===== config.mk =====
export PLATFORM = sky130hd
export DESIGN_NAME = serial_adc_channel_scan_port
export DESIGN_NICKNAME = d
export VERILOG_FILES = /design/src/scan_port_pkg.sv /design/src/link_sync_if.sv /design/src/pin_sync.sv /design/src/serial_adc_channel_scan_port.sv
export SDC_FILE = /design/constraint.sdc
export NUM_CORES = 1
export LEC_CHECK = 0
export BUFFER_PORTS_ARGS = -buffer_cell sky130_fd_sc_hd__buf_2
export CAP_MARGIN = 30
export CORE_MARGIN = 4
export CORE_UTILIZATION = 50
export CTS_BUF_LIST = sky130_fd_sc_hd__clkbuf_8
export DETAILED_ROUTE_END_ITERATION = 7
export HOLD_SLACK_MARGIN = 0.15
export MAX_ROUTING_LAYER = met4
export PLACE_DENSITY = 0.73
export SLEW_MARGIN = 10
export SYNTH_ARGS = -nofsm -noshare
export SYNTH_HDL_FRONTEND = slang
export SYNTH_SLANG_ARGS = --single-unit

===== constraint.sdc =====
create_clock -name clk -period 1.8 [get_ports clk]
set_clock_uncertainty 0.2 [all_clocks]
set_input_delay 0.18 -clock clk [delete_from_list [all_inputs] [get_ports clk]]
set_output_delay 0.18 -clock clk [all_outputs]
set_load 0.01 [all_outputs]

===== src/scan_port_pkg.sv =====
// constants for the serial converter scan port
// Contract
// full duplex: old result out, next address in
// host counts 44 conversion clocks before reading
// internal variant drives conversion-done output
// host may service conversion-done as interrupt
// first four bits are address, rest ignored
// ten result bits msb first, six zeros
// one 16-clock stream or two 8-clock bursts
// nibbles 0 to A select inputs zero-ten
// nibble B half scale, nibble C zero
// nibble D gives full scale, all ones
// host shifts read right six for result
// eleventh clock rise before conversion completes
// external variant: 44 conversion clocks, no done
// host never sends nibbles E or F
package scan_port_pkg;
   localparam int          RESULT_WIDTH   = 10;
   localparam int          ADDR_WIDTH     = 4;
   localparam int          FRAME_BITS     = 16;
   localparam logic [4:0]  ADDR_LAST_BIT  = 5'h04;
   localparam logic [4:0]  RESULT_BITS    = 5'h0a;
   localparam logic [4:0]  FRAME_LAST_BIT = 5'h10;
   localparam int          CLK_MHZ        = 25;
   localparam int          CONV_TIME_US   = 44;
   localparam int          CONV_CYCLES    = CONV_TIME_US * CLK_MHZ;
   localparam logic [10:0] CONV_CYCLES_W  = 11'(CONV_CYCLES);
   localparam logic [10:0] EXT_CONV_EDGES = 11'h02c;
   localparam logic [3:0]  CHAN_LAST_EXT  = 4'ha;
   localparam logic [3:0]  SEL_HALF       = 4'hb;
   localparam logic [3:0]  SEL_ZERO       = 4'hc;
   localparam logic [3:0]  SEL_FULL       = 4'hd;
   localparam logic [9:0]  CODE_HALF      = 10'h200;
   localparam logic [9:0]  CODE_ZERO      = 10'h000;
   localparam logic [9:0]  CODE_FULL      = 10'h3ff;
   localparam logic [5:0]  PAD_ZEROS      = 6'h00;
   localparam logic [3:0]  SEL_RESET      = 4'h0;
endpackage


===== src/link_sync_if.sv =====
// synchronised link pins passed from the synchroniser to the port
`timescale 1ns/10ps
`default_nettype none
interface link_sync_if;
   logic sclk;
   logic din;
   logic sel_n;
   logic conv_clk;
   modport source (output sclk, output din, output sel_n, output conv_clk);
   modport sink   (input sclk, input din, input sel_n, input conv_clk);
endinterface
`default_nettype wire


===== src/pin_sync.sv =====
// two-flop synchronisers for the link pins
`timescale 1ns/10ps
`default_nettype none
module pin_sync (
   input  wire logic       clk,
   input  wire logic       rst,
   input  wire logic       sclk_pin,
   input  wire logic       din_pin,
   input  wire logic       sel_n_pin,
   input  wire logic       conv_clk_pin,
   link_sync_if.source     sync
);
   logic [3:0] stage1;
   logic [3:0] stage2;

   // chip select idles high so the port starts deselected
   always_ff @(posedge clk or posedge rst) begin
      if (rst) begin
         stage1 <= 4'h2;
         stage2 <= 4'h2;
      end else begin
         stage1 <= {conv_clk_pin, din_pin, sel_n_pin, sclk_pin};
         stage2 <= stage1;
      end
   end

   assign sync.sclk     = stage2[0];
   assign sync.sel_n    = stage2[1];
   assign sync.din      = stage2[2];
   assign sync.conv_clk = stage2[3];
endmodule
`default_nettype wire


===== src/serial_adc_channel_scan_port.sv =====
// serial command and result port of the scanning converter
`timescale 1ns/10ps
`default_nettype none
module serial_adc_channel_scan_port #(
   parameter bit INTERNAL_CLOCK = 1'b1
) (
   input  wire logic                                    clk,
   input  wire logic                                    rst,
   input  wire logic                                    sclk,
   input  wire logic                                    din,
   input  wire logic                                    chip_select_n,
   input  wire logic                                    external_conversion_clock,
   input  wire logic [scan_port_pkg::RESULT_WIDTH-1:0]  conversion_result,
   output logic                                         dout,
   output logic                                         dout_oe,
   output logic                                         conversion_done,
   output logic                                         converting,
   output logic [scan_port_pkg::ADDR_WIDTH-1:0]         mux_select
);
   import scan_port_pkg::*;

   link_sync_if sync ();

   pin_sync u_sync (
      .clk          (clk),
      .rst          (rst),
      .sclk_pin     (sclk),
      .din_pin      (din),
      .sel_n_pin    (chip_select_n),
      .conv_clk_pin (external_conversion_clock),
      .sync         (sync)
   );

   // edge detection on the synchronised pins
   logic                    sclk_prev;
   logic                    sel_n_prev;
   logic                    conv_clk_prev;
   logic                    sclk_rise;
   logic                    sclk_fall;
   logic                    frame_start;
   logic                    active;

   // frame bookkeeping and shift registers
   logic [4:0]              rise_count;
   logic [ADDR_WIDTH-1:0]   addr_shift;
   logic [FRAME_BITS-1:0]   out_shift;

   // conversion timing and result
   logic                    conv_tick;
   logic [RESULT_WIDTH-1:0] result_hold;
   logic [10:0]             conv_count;
   logic                    start_conv;
   logic [RESULT_WIDTH-1:0] next_result;

   // link clock idles low, so no false rise after reset
   always_ff @(posedge clk or posedge rst) begin
      if (rst) begin
         sclk_prev <= 1'b0;
      end else begin
         sclk_prev <= sync.sclk;
      end
   end

   // deselected after reset, so no false frame start
   always_ff @(posedge clk or posedge rst) begin
      if (rst) begin
         sel_n_prev <= 1'b1;
      end else begin
         sel_n_prev <= sync.sel_n;
      end
   end

   always_ff @(posedge clk or posedge rst) begin
      if (rst) begin
         conv_clk_prev <= 1'b0;
      end else begin
         conv_clk_prev <= sync.conv_clk;
      end
   end

   // sclk must stay below clk/6 or edges slip between samples
   assign active      = ~sync.sel_n;
   assign frame_start = sel_n_prev & ~sync.sel_n;
   assign sclk_rise   = active & sync.sclk & ~sclk_prev;
   assign sclk_fall   = active & ~sync.sclk & sclk_prev;

   // internal variant ticks every clock; external counts pin rises
   always_comb begin
      if (INTERNAL_CLOCK) begin
         conv_tick = 1'b1;
      end else begin
         conv_tick = sync.conv_clk & ~conv_clk_prev;
      end
   end

   // conversion launches on the falling clock that ends the tenth bit
   assign start_conv  = sclk_fall & (rise_count == RESULT_BITS);

   // rise counter survives a pause between two 8-bit bursts
   always_ff @(posedge clk or posedge rst) begin
      if (rst) begin
         rise_count <= 5'h00;
      end else if (frame_start) begin
         rise_count <= 5'h00;
      end else if (sclk_rise && rise_count != FRAME_LAST_BIT) begin
         rise_count <= rise_count + 5'h01;
      end
   end

   // only the first four bits in, msb first, form the address
   always_ff @(posedge clk or posedge rst) begin
      if (rst) begin
         addr_shift <= SEL_RESET;
      end else if (sclk_rise && rise_count < ADDR_LAST_BIT) begin
         addr_shift <= {addr_shift[ADDR_WIDTH-2:0], sync.din};
      end
   end

   // previous result out msb first, then six zeros
   // loaded once per frame; a fresher result waits for the next frame
   always_ff @(posedge clk or posedge rst) begin
      if (rst) begin
         out_shift <= '0;
      end else if (frame_start) begin
         out_shift <= {result_hold, PAD_ZEROS};
      end else if (sclk_fall) begin
         out_shift <= {out_shift[FRAME_BITS-2:0], 1'b0};
      end
   end

   always_ff @(posedge clk or posedge rst) begin
      if (rst) begin
         dout <= 1'b0;
      end else if (frame_start) begin
         dout <= result_hold[RESULT_WIDTH-1];
      end else if (sclk_fall) begin
         dout <= out_shift[FRAME_BITS-2];
      end
   end

   // enable follows the synchronised select, so it lags the pin
   always_ff @(posedge clk or posedge rst) begin
      if (rst) begin
         dout_oe <= 1'b0;
      end else begin
         dout_oe <= active;
      end
   end

   // select moves only when a conversion starts
   always_ff @(posedge clk or posedge rst) begin
      if (rst) begin
         mux_select <= SEL_RESET;
      end else if (start_conv) begin
         mux_select <= addr_shift;
      end
   end

   // test selects bypass the converter input
   always_comb begin
      unique case (mux_select)
         4'h0, 4'h1, 4'h2, 4'h3, 4'h4, 4'h5,
         4'h6, 4'h7, 4'h8, 4'h9, 4'ha: begin
            next_result = conversion_result;
         end
         SEL_HALF: begin
            next_result = CODE_HALF;
         end
         SEL_ZERO: begin
            next_result = CODE_ZERO;
         end
         SEL_FULL: begin
            next_result = CODE_FULL;
         end
         // E and F select nothing; read as zero
         default: begin
            next_result = CODE_ZERO;
         end
      endcase
   end

   // internal timer or 44 sampled external clock edges
   always_ff @(posedge clk or posedge rst) begin
      if (rst) begin
         conv_count <= 11'h000;
      end else if (start_conv) begin
         conv_count <= INTERNAL_CLOCK ? CONV_CYCLES_W : EXT_CONV_EDGES;
      end else if (converting && conv_tick) begin
         conv_count <= conv_count - 11'h001;
      end
   end

   always_ff @(posedge clk or posedge rst) begin
      if (rst) begin
         converting <= 1'b0;
      end else if (start_conv) begin
         converting <= 1'b1;
      end else if (converting && conv_tick && conv_count == 11'h001) begin
         converting <= 1'b0;
      end
   end

   // held result reaches dout only at the next frame start
   always_ff @(posedge clk or posedge rst) begin
      if (rst) begin
         result_hold <= CODE_ZERO;
      end else if (converting && conv_tick && conv_count == 11'h001) begin
         result_hold <= next_result;
      end
   end

   // done low through the conversion interval; held high when external
   always_ff @(posedge clk or posedge rst) begin
      if (rst) begin
         conversion_done <= 1'b1;
      end else if (!INTERNAL_CLOCK) begin
         conversion_done <= 1'b1;
      end else if (start_conv) begin
         conversion_done <= 1'b0;
      end else if (converting && conv_count == 11'h001) begin
         conversion_done <= 1'b1;
      end
   end
endmodule
`default_nettype wire

# Word-level counts from Yosys, hierarchy flattened
# Cells that the tools add are included.
# op_classes
n_addsub,2
order_cmp,1
reduce_logical,9
muxes,13
n_bitwise,9
eq_ne,15
# op_table
operator,n
15-bit 2-to-1 mux,2
10-bit one-hot mux with 3 select lines,1
11-bit 2-to-1 mux,2
4-bit equality test (second input constant),5
4-bit by 3-bit equality test with 1-bit output (second input constant),4
11-bit by 1-bit equality test with 1-bit output (second input constant),1
11-bit OR reduction,1
11-bit by 1-bit subtractor with 11-bit output (second input constant),1
5-bit 2-to-1 mux,2
4-bit by 2-bit equality test with 1-bit output (second input constant),2
2-bit nonzero test,4
1-bit AND,6
1-bit 2-to-1 mux,6
5-bit by 1-bit adder with 5-bit output (second input constant),1
5-bit by 4-bit equality test with 1-bit output (second input constant),1
5-bit by 3-bit < comparator with 1-bit output (second input constant),1
5-bit inequality test (second input constant),1
4-bit by 1-bit equality test with 1-bit output (second input constant),1
4-bit logical NOT,1
1-bit logical AND,3
1-bit NOT,3
# word_totals
word_cells,63
inputBits,16
register_bits,61
output_inout_bits,8

# Longest topological paths before layout
# Gate-level depths: netlist (run 1).
# logic_depth
word_depth,6
mapped_depth,6
ltp_nobuf,5

# Hierarchy
# Synthesis (run 1) repeated with hierarchy kept, for this count alone.
# hier_totals
hier_cells,224
hier_area_um2,2546.2
# modules_own_cells
module,area_each_um2,cells_per_inst,n_inst,seq_area_each_um2
serial_adc_channel_scan_port,2339.7,215,1,1228.7
pin_sync,206.4,9,1,202.7

# Worst setup path after synthesis (run 1)
# No wires, ideal clock.
# synth_timing
kind,register to register
start,register u_sync.stage2[1]
end,register addr_shift[0]
t_arrival_ps,1617
path_stages_with_launch,5
required_time_ps,1475
slack_ps,-142
period_less_slack_ps,1942
setup_time_ps,125
path_buffers,1
path_cell_list,dfstp_2 -> or3b_4 -> or4_4 -> buf_6 -> mux2_4
# synth_via
elab_chain_cells,4
# synth_rtl
item,line_no,text
start: declaration,pin_sync.sv:14,logic [3:0] stage2;
start signal: assignment,pin_sync.sv:23,stage2 <= stage1;
1-bit NOT,serial_adc_channel_scan_port.sv:82,assign active = ~sync.sel_n;
1-bit AND (2 in series),serial_adc_channel_scan_port.sv:84,assign sclk_rise = active & sync.sclk & ~sclk_prev;
1-bit logical AND,serial_adc_channel_scan_port.sv:114,end else if (sclk_rise && rise_count < ADDR_LAST_BIT) begin
end signal: assignment,serial_adc_channel_scan_port.sv:115,"addr_shift <= {addr_shift[ADDR_WIDTH-2:0], sync.din};"
end: declaration,serial_adc_channel_scan_port.sv:45,logic [ADDR_WIDTH-1:0] addr_shift;
# Every way passes these cells.
# A chain may end at the register's enable or synchronous reset.

# Final worst setup path (run 1)
# layout_timing
start,register sclk_prev
end,register addr_shift[2]
# layout_via
elab_chain_cells,3
# layout_rtl
item,line_no,text
start: declaration,serial_adc_channel_scan_port.sv:35,logic sclk_prev;
start signal: assignment,serial_adc_channel_scan_port.sv:60,sclk_prev <= sync.sclk;
1-bit NOT,serial_adc_channel_scan_port.sv:84,
1-bit AND,serial_adc_channel_scan_port.sv:84,
1-bit logical AND,serial_adc_channel_scan_port.sv:114,
# Every way passes these cells.

==> impl_results.md, run 1 <==
* Outcome: complete, but fails checks
* Failing checks: setup timing
* Primary FF master, synth: dfrtp_1
* Power per cell area at 743.6 mW/mm^2
* Number of synthesized register bits at 55
* Gr ovfl total at 0
* Initial Util at 52.39%
* Final number of hold-violating endpoints at 0
* DR DRC count at 0
* Final Worst Setup Slack at -0.09777 ns
* Clock sinks at 55
* HPWL Detailed at 3287 microns
* Clock root cell: clkbuf_8
* Post-synth EDFFs at 0
* CTS tree: yes
* Comb pwr share at 10.3%
* Core footprint at 0.004786 sq mm
* Final setup viols at 15
* Routed WL per cell at 14.78 microns
* Setup CP Type: reg2reg
* # placed instances at 316
* H-tree levels at 2
* Clk pwr share at 32.6%
* Slew headroom at 74.86%
* Mean Syn Cell Area at 11.88 sq um
* Vias/cell at 5.295
* CTS Buf Count at 5
* CP Max Fanout at 4
* Synth warnings at 0
* Area grow syn2layout at 29.74%
* Syn nets at 232
* Detailed Route WL at 5114 microns
* Number of diodes at 0
* Distinct cells, synth at 43
* Max Freq at 0.5269 GHz
* Synth top area share at 50.90%
* Max-cap violations at 0
* Worst EP arrival at 1.89 ns
* Via count at 1832
* Final period util at 105.4%
* Leak at 1.488 nW
* I/O Pins at 24
* Cells after synthesis at 211
* GP Congestion at 0.8452
* Final Non-Filler Cells at 346
* Post-synthesis sequential area ratio at 55.09%
* Max-slew violation count at 0
* Layout cells sized above 1 at 39.07%
* Starting DRT DRC Count at 105
* Clock latency on the worst-skew pair at 0.30 ns
* Die Ht at 78.82 microns
* RSZ-0062 raised after global routing: true
* Seq pwr share at 57.1%
* Fin crit period at 1.898 ns
* Final ANT Viol Nets at 0
* Syn Std Cell Area at 0.002507 sq mm
* VDD IR-drop max at 0.5731 mV
* Initial antenna violation count at 0
* Vias in the first global route at 1871
* DRT Pass-1 Iters at 4
* Ys async rst share at 100.0%
* Largest net degree at the start of global routing at 56
* Sw power at 0.0005326 W
* CP Capture Type: flip-flop
* Max Buffers Root-to-Sink at 2
* Total Power at 0.002419 W
* Cell row count at 25
* # nets final at 299
* Top cells by count, synth: 51 x dfrtp_1, 17 x o21ai_0, 16 x nand2_1
* Most numerous cell in the Yosys netlist: dfrtp_1
* CP startpoint kind: flip-flop
* IO buf count at 22
* Worst hold slack at 0.1599 ns
* Worst hold path type: reg2reg
* Die ar. at 0.006212 sq mm
* Int Pwr at 0.001887 W
* First-pass GRT wire length at 8562 microns
* Synth area leader: dfrtp_1
* Reg clk slew, reported paths at 0.09 ns
* Die W at 78.82 microns
* Total GRT Usage at 17.93%
* Switching part of the total at 22.02%
* Pre-CTS setup slack at -0.09084 ns
* Synth area leaders: dfrtp_1 51%, mux2_2 6.7%, dfstp_2 4.2%, mux2i_1 3.6%, o21ai_0 3.4%
* Worst slew pin tran at 0.3770 ns
* Crit path required time at 1.79 ns
timing repair:
| action | 4_1_cts | 5_1_grt |
|---|---|---|
| resized for setup | 5 | 18 |
| setup endpoints to repair | 16 | 22 |
| pin swaps | 2 | 4 |
| buffers inserted | 5 | 3 |
| hold buffers | 13 | 0 |
| endpoints found under the hold margin | 67 | 0 |
| gates cloned | 1 | 0 |
power groups by stage:
stage          clock network (W)  registers [W]  logic [W]
2_1_floorplan                  0        0.00139   0.000153
3_5_place_dp                   0        0.00141   0.000222
3_3_place_gp                   0        0.00140   0.000215
6_report                0.000788        0.00138   0.000249
4_1_cts                 0.000816        0.00138   0.000247
5_1_grt                 0.000863        0.00139   0.000280
sequential cells by signal, indices dropped and copies added, names as in the netlist:
name / cells
result_hold: 10
conv_count: 11
out_shift: 9
sel_n_prev: 1
addr_shift: 4
conversion_done: 1
dout_oe: 1
u_sync.stage1: 3
rise_count: 5
mux_select: 4
dout: 1
converting: 1
u_sync.stage2: 3
sclk_prev: 1
stage by stage:
stage	instance area, sq um	TNS, ns	utilization (%)
after floorplan	2524	-1.259	-
after detailed placement	2865	-0.7340	59.87
after global placement	2865	-0.3471	59.87
after global routing	3253	-1.827	67.97
after CTS	3167	-0.9124	66.17
final	3253	-0.8449	67.97
per-layer routing:
metal | part of all wire (%) | routed length (microns) | GRT usage [%]
met1 | 46 | 2345 | 22.11
met2 | 49 | 2527 | 29.46
met3 | 2.2 | 113 | 3.288
met4 | 2.5 | 127 | 7.216
met5 | 0 | 0 | -
worst paths after layout:
path                                         end  slack, ns        startpoint  cells after the start
worst max register to register     addr_shift[2]       -0.1         sclk_prev                      3
worst min-delay path            u_sync.stage2[1]       0.16  u_sync.stage1[1]                      0
max in group asynchronous        conversion_done       0.83               rst                      4
worst min register to register  u_sync.stage2[1]       0.16  u_sync.stage1[1]                      0
min in group asynchronous       u_sync.stage2[0]       0.26               rst                      4
worst max-delay path               addr_shift[2]       -0.1         sclk_prev                      3
layout make-up:
| cell class | count | area (sq um) |
|---|---|---|
| fillers | 363 | 1533 |
| flip-flops and latches | 55 | 1383 |
| multi-input cells | 139 | 1124 |
| repair buffers | 69 | 523.0 |
| well taps | 67 | 83.83 |
| clock buffers | 5 | 68.82 |
| clock inverters | 3 | 41.29 |
| inverters | 8 | 30.03 |
placed cells by master (no fill, tap or decap), drive strengths merged, types with 3 or more instances in the layout:
cell | netlist | layout
clkbuf | 5 | 5
o21ai | 17 | 17
inv | 8 | 9
or3 | 5 | 5
or3b | 3 | 3
dfrtp | 51 | 51
nor2 | 5 | 5
a21oi | 10 | 10
buf | 4 | 56
mux2 | 19 | 19
xnor2 | 3 | 3
or4 | 6 | 6
nand2 | 16 | 16
dfstp | 4 | 4
a2bb2oi | 9 | 9
dlygate4sd3 | 0 | 13
o31ai | 4 | 4
mux2i | 9 | 9
ha | 5 | 5
cells by family (layout without fill, tap and decap cells):
group                    count (synthesis)  in the layout  share of synthesized area, %
adder cells (fa/ha/maj)                  5              5                         2.495
buffers and inverters                   17             85                         3.094
flip-flops                              55             55                         55.09
multiplexers                            28             28                         12.72
XOR/XNOR                                 4              4                         1.397
AND/OR/NAND/NOR                         56             56                         13.77
AO/OA/AOI/OAI                           46             46                         11.43
worst max-delay path: stages, from the launching register on:
cell and delay (ns):
dfrtp_1 0.39, or3b_4 0.40, or4_4 0.48, mux2_4 0.32
(Power assumes the default switching activity.)
==> inputs of run 2 (changes only) <==
PLACE_DENSITY = default   (was 0.73)
PLACE_DENSITY_LB_ADDON = 0.25   (was default)
==> run 2 against run 1 <==
The flow still finishes with violations (setup timing). Worst hold slack lost 0.0060 ns. Power grew 1.6%. Sequential share of layout area decreased by 0.45 points. Setup slack worse by 0.023 ns. Sequential cell count unchanged. Critical path depth stayed put. Count of clock-buffer cells in the layout unchanged. Critical path type unchanged.
==> impl_results.md, run 2 (synthesized netlist as in run 1, its figures left out) <==
* Slew headroom at 72.55% (-2.3 points)
* Total Power at 0.002457 W (+1.6%)
* IO buf count at 22 (unchanged)
* Total negative setup slack at -1.598 ns (-0.7526 ns)
* Biggest register: conv_count
* Worst hold slack at 0.1539 ns (-0.005986 ns)
* Commonest non-fill, non-tap cell in the layout: dfrtp_1
* Util after Layout at 68.71% (+0.73 points)
* Clk pwr share at 33.5% (+0.9 points)
* Die ar. at 0.006212 sq mm (unchanged)
* Switching part of the total at 23.14% (+1.1 points)
* Largest net degree at the start of global routing at 56 (unchanged)
* Critical path buffer and inverter count at 0 (unchanged)
* Final Worst Setup Slack at -0.1207 ns (-0.02289 ns)
* Clock sinks at 55 (unchanged)
* Crit path required time at 1.79 ns (about the same)
* DR DRC count at 0 (unchanged)
* Max-cap violations at 0 (unchanged)
* CTS tree: yes
* Int Pwr at 0.001889 W (+0.12%)
* Starting DRT DRC Count at 128 (+22%)
* Routed WL per cell at 16.38 microns (+11%)
* Crit path max-delay family: simple AND/OR/NAND/NOR gates
* I/O Pins at 24 (unchanged)
* Failing checks: setup timing
* Final period util at 106.7% (+1.3 points)
* Detailed Route WL at 5699 microns (+11%)
* Seq pwr share at 56.3% (-0.8 points)
* Initial Util at 52.39% (unchanged)
* Met3 WL at 200 microns (+77%)
* Met1 Routed Length at 2587 microns (+10%)
* Pre-CTS setup slack at -0.1007 ns (-0.009834 ns)
* Area grow syn2layout at 31.14%
* CP Max Fanout at 4 (unchanged)
* Total GRT Usage at 20.84% (+2.9 points)
* Die W at 78.82 microns (unchanged)
* Most frequent cells in the layout: 50 x dfrtp_1, 30 x buf_4, 22 x buf_2, 17 x o21ai_0, 16 x nand2_1
* Number of diodes at 0 (unchanged)
* Slowest cell on crit path: or4_4
* Max Freq at 0.5207 GHz (-1.2%)
* Max incr delay on CP at 0.48 ns (about the same)
* Outcome: complete, but fails checks
* Clock root cell: clkbuf_8
* DRT Pass-1 Iters at 4 (unchanged)
* Clock latency on the worst-skew pair at 0.32 ns (+0.02 ns)
* GP Congestion at 0.7879 (-6.8%)
* Worst EP arrival at 1.91 ns (+0.02 ns)
* Fin crit period at 1.921 ns (+0.02289 ns)
* VDD IR-drop max at 0.4184 mV (-27%)
* Leak at 1.497 nW (+0.62%)
* Vias/cell at 5.379 (+1.6%)
* Uppermost layer routed: met4
* CP Cell Sequence: or3b_4, or4_4, mux2_4
* Final number of hold-violating endpoints at 0 (unchanged)
* Cell row count at 25 (unchanged)
* Reg clk slew, reported paths at 0.08 ns (about the same)
* Initial antenna violation count at 0 (unchanged)
* Die Ht at 78.82 microns (unchanged)
* HPWL Detailed at 3356 microns (+2.1%)
* Worst slew pin tran at 0.4118 ns (+0.03475 ns)
* Largest regs: conv_count (11), result_hold (10), out_shift (9)
* CTS Buf Count at 5 (unchanged)
* CP startpoint kind: flip-flop
* Max Buffers Root-to-Sink at 2 (unchanged)
* Worst hold path type: reg2reg
* H-tree levels at 2 (unchanged)
* Vias in the first global route at 2005 (+7.2%)
* Max-slew violation count at 0 (unchanged)
* Layout cells sized above 1 at 39.86% (+0.79 points)
* Max reg flops at 11 (unchanged)
* Metal2 WL at 2797 microns (+11%)
* Via count at 1872 (+2.2%)
* RSZ-0062 raised after global routing: true
* Setup CP Type: reg2reg
* First-pass GRT wire length at 9701 microns (+13%)
* Sw power at 0.0005687 W (+6.8%)
* # nets final at 301 (+0.67%)
* Gr ovfl total at 0 (unchanged)
* CP Capture Type: flip-flop
* Power per cell area at 747.4 mW/mm^2 (+0.50%)
* Core footprint at 0.004786 sq mm (unchanged)
* Final ANT Viol Nets at 0 (unchanged)
* Comb pwr share at 10.3% (about the same)
* Final setup viols at 18 (+3)
## run 2: final timing paths
| path | start | endpoint | slack, ns | cells past startpoint |
|---|---|---|---|---|
| max | sclk_prev | addr_shift[0] | -0.12 | 3 |
| min | u_sync.stage1[0] | u_sync.stage2[0] | 0.15 | 0 |
| max reg2reg | sclk_prev | addr_shift[0] | -0.12 | 3 |
| min reg2reg | u_sync.stage1[0] | u_sync.stage2[0] | 0.15 | 0 |
| max in group asynchronous | rst | u_sync.stage1[1] | 0.85 | 4 |
| min in group asynchronous | rst | conv_count[10] | 0.27 | 4 |
## run 2: what timing repair did
| item | in CTS | in global routing |
|---|---|---|
| buffers inserted | 6 | 1 |
| endpoints found under the setup margin | 18 | 25 |
| hold buffers | 14 | 0 |
| cloned | 1 | 0 |
| resized for setup | 10 | 13 |
| pin swaps | 4 | 4 |
| hold endpoints to repair | 68 | 0 |
## run 2: routing by layer
layer	vias up	global-route usage [%]
met5	-	-
met4	0	7.904
met3	13	4.762
met2	31	32.60
met1	921	26.65
li1	907	-
## run 2: final cells by class
| cell class | instances | area [sq um] |
|---|---|---|
| sequential | 55 | 1383 |
| multi-input combinational | 139 | 1141 |
| tap | 67 | 83.83 |
| inverter | 8 | 30.03 |
| clock buffer | 5 | 68.82 |
| timing repair buffer | 71 | 540.5 |
| fill | 366 | 1498 |
| clock inverter | 3 | 41.29 |
## run 2: power groups by stage
stage	Combinational (W)	Sequential, W	Clock (W)
after CTS	0.000254	0.00138	0.000835
final	0.000252	0.00138	0.000823
after floorplan	0.000153	0.00139	0
after detailed placement	0.000226	0.00141	0
after global routing	0.000283	0.00139	0.000889
after global placement	0.000219	0.00140	0
## run 2: worst register-to-register path, cell delays in order, from the launching register on
cell and delay [ns]:
dfrtp_1 0.40, or3b_4 0.41, or4_4 0.48, mux2_4 0.32
## run 2: stage by stage
stage / std cells / instance area (sq um)
3_5_place_dp: 319 / 2888
3_3_place_gp: 319 / 2888
5_1_grt: 348 / 3288
6_report: 348 / 3288
2_1_floorplan: 211 / 2524
4_1_cts: 348 / 3229
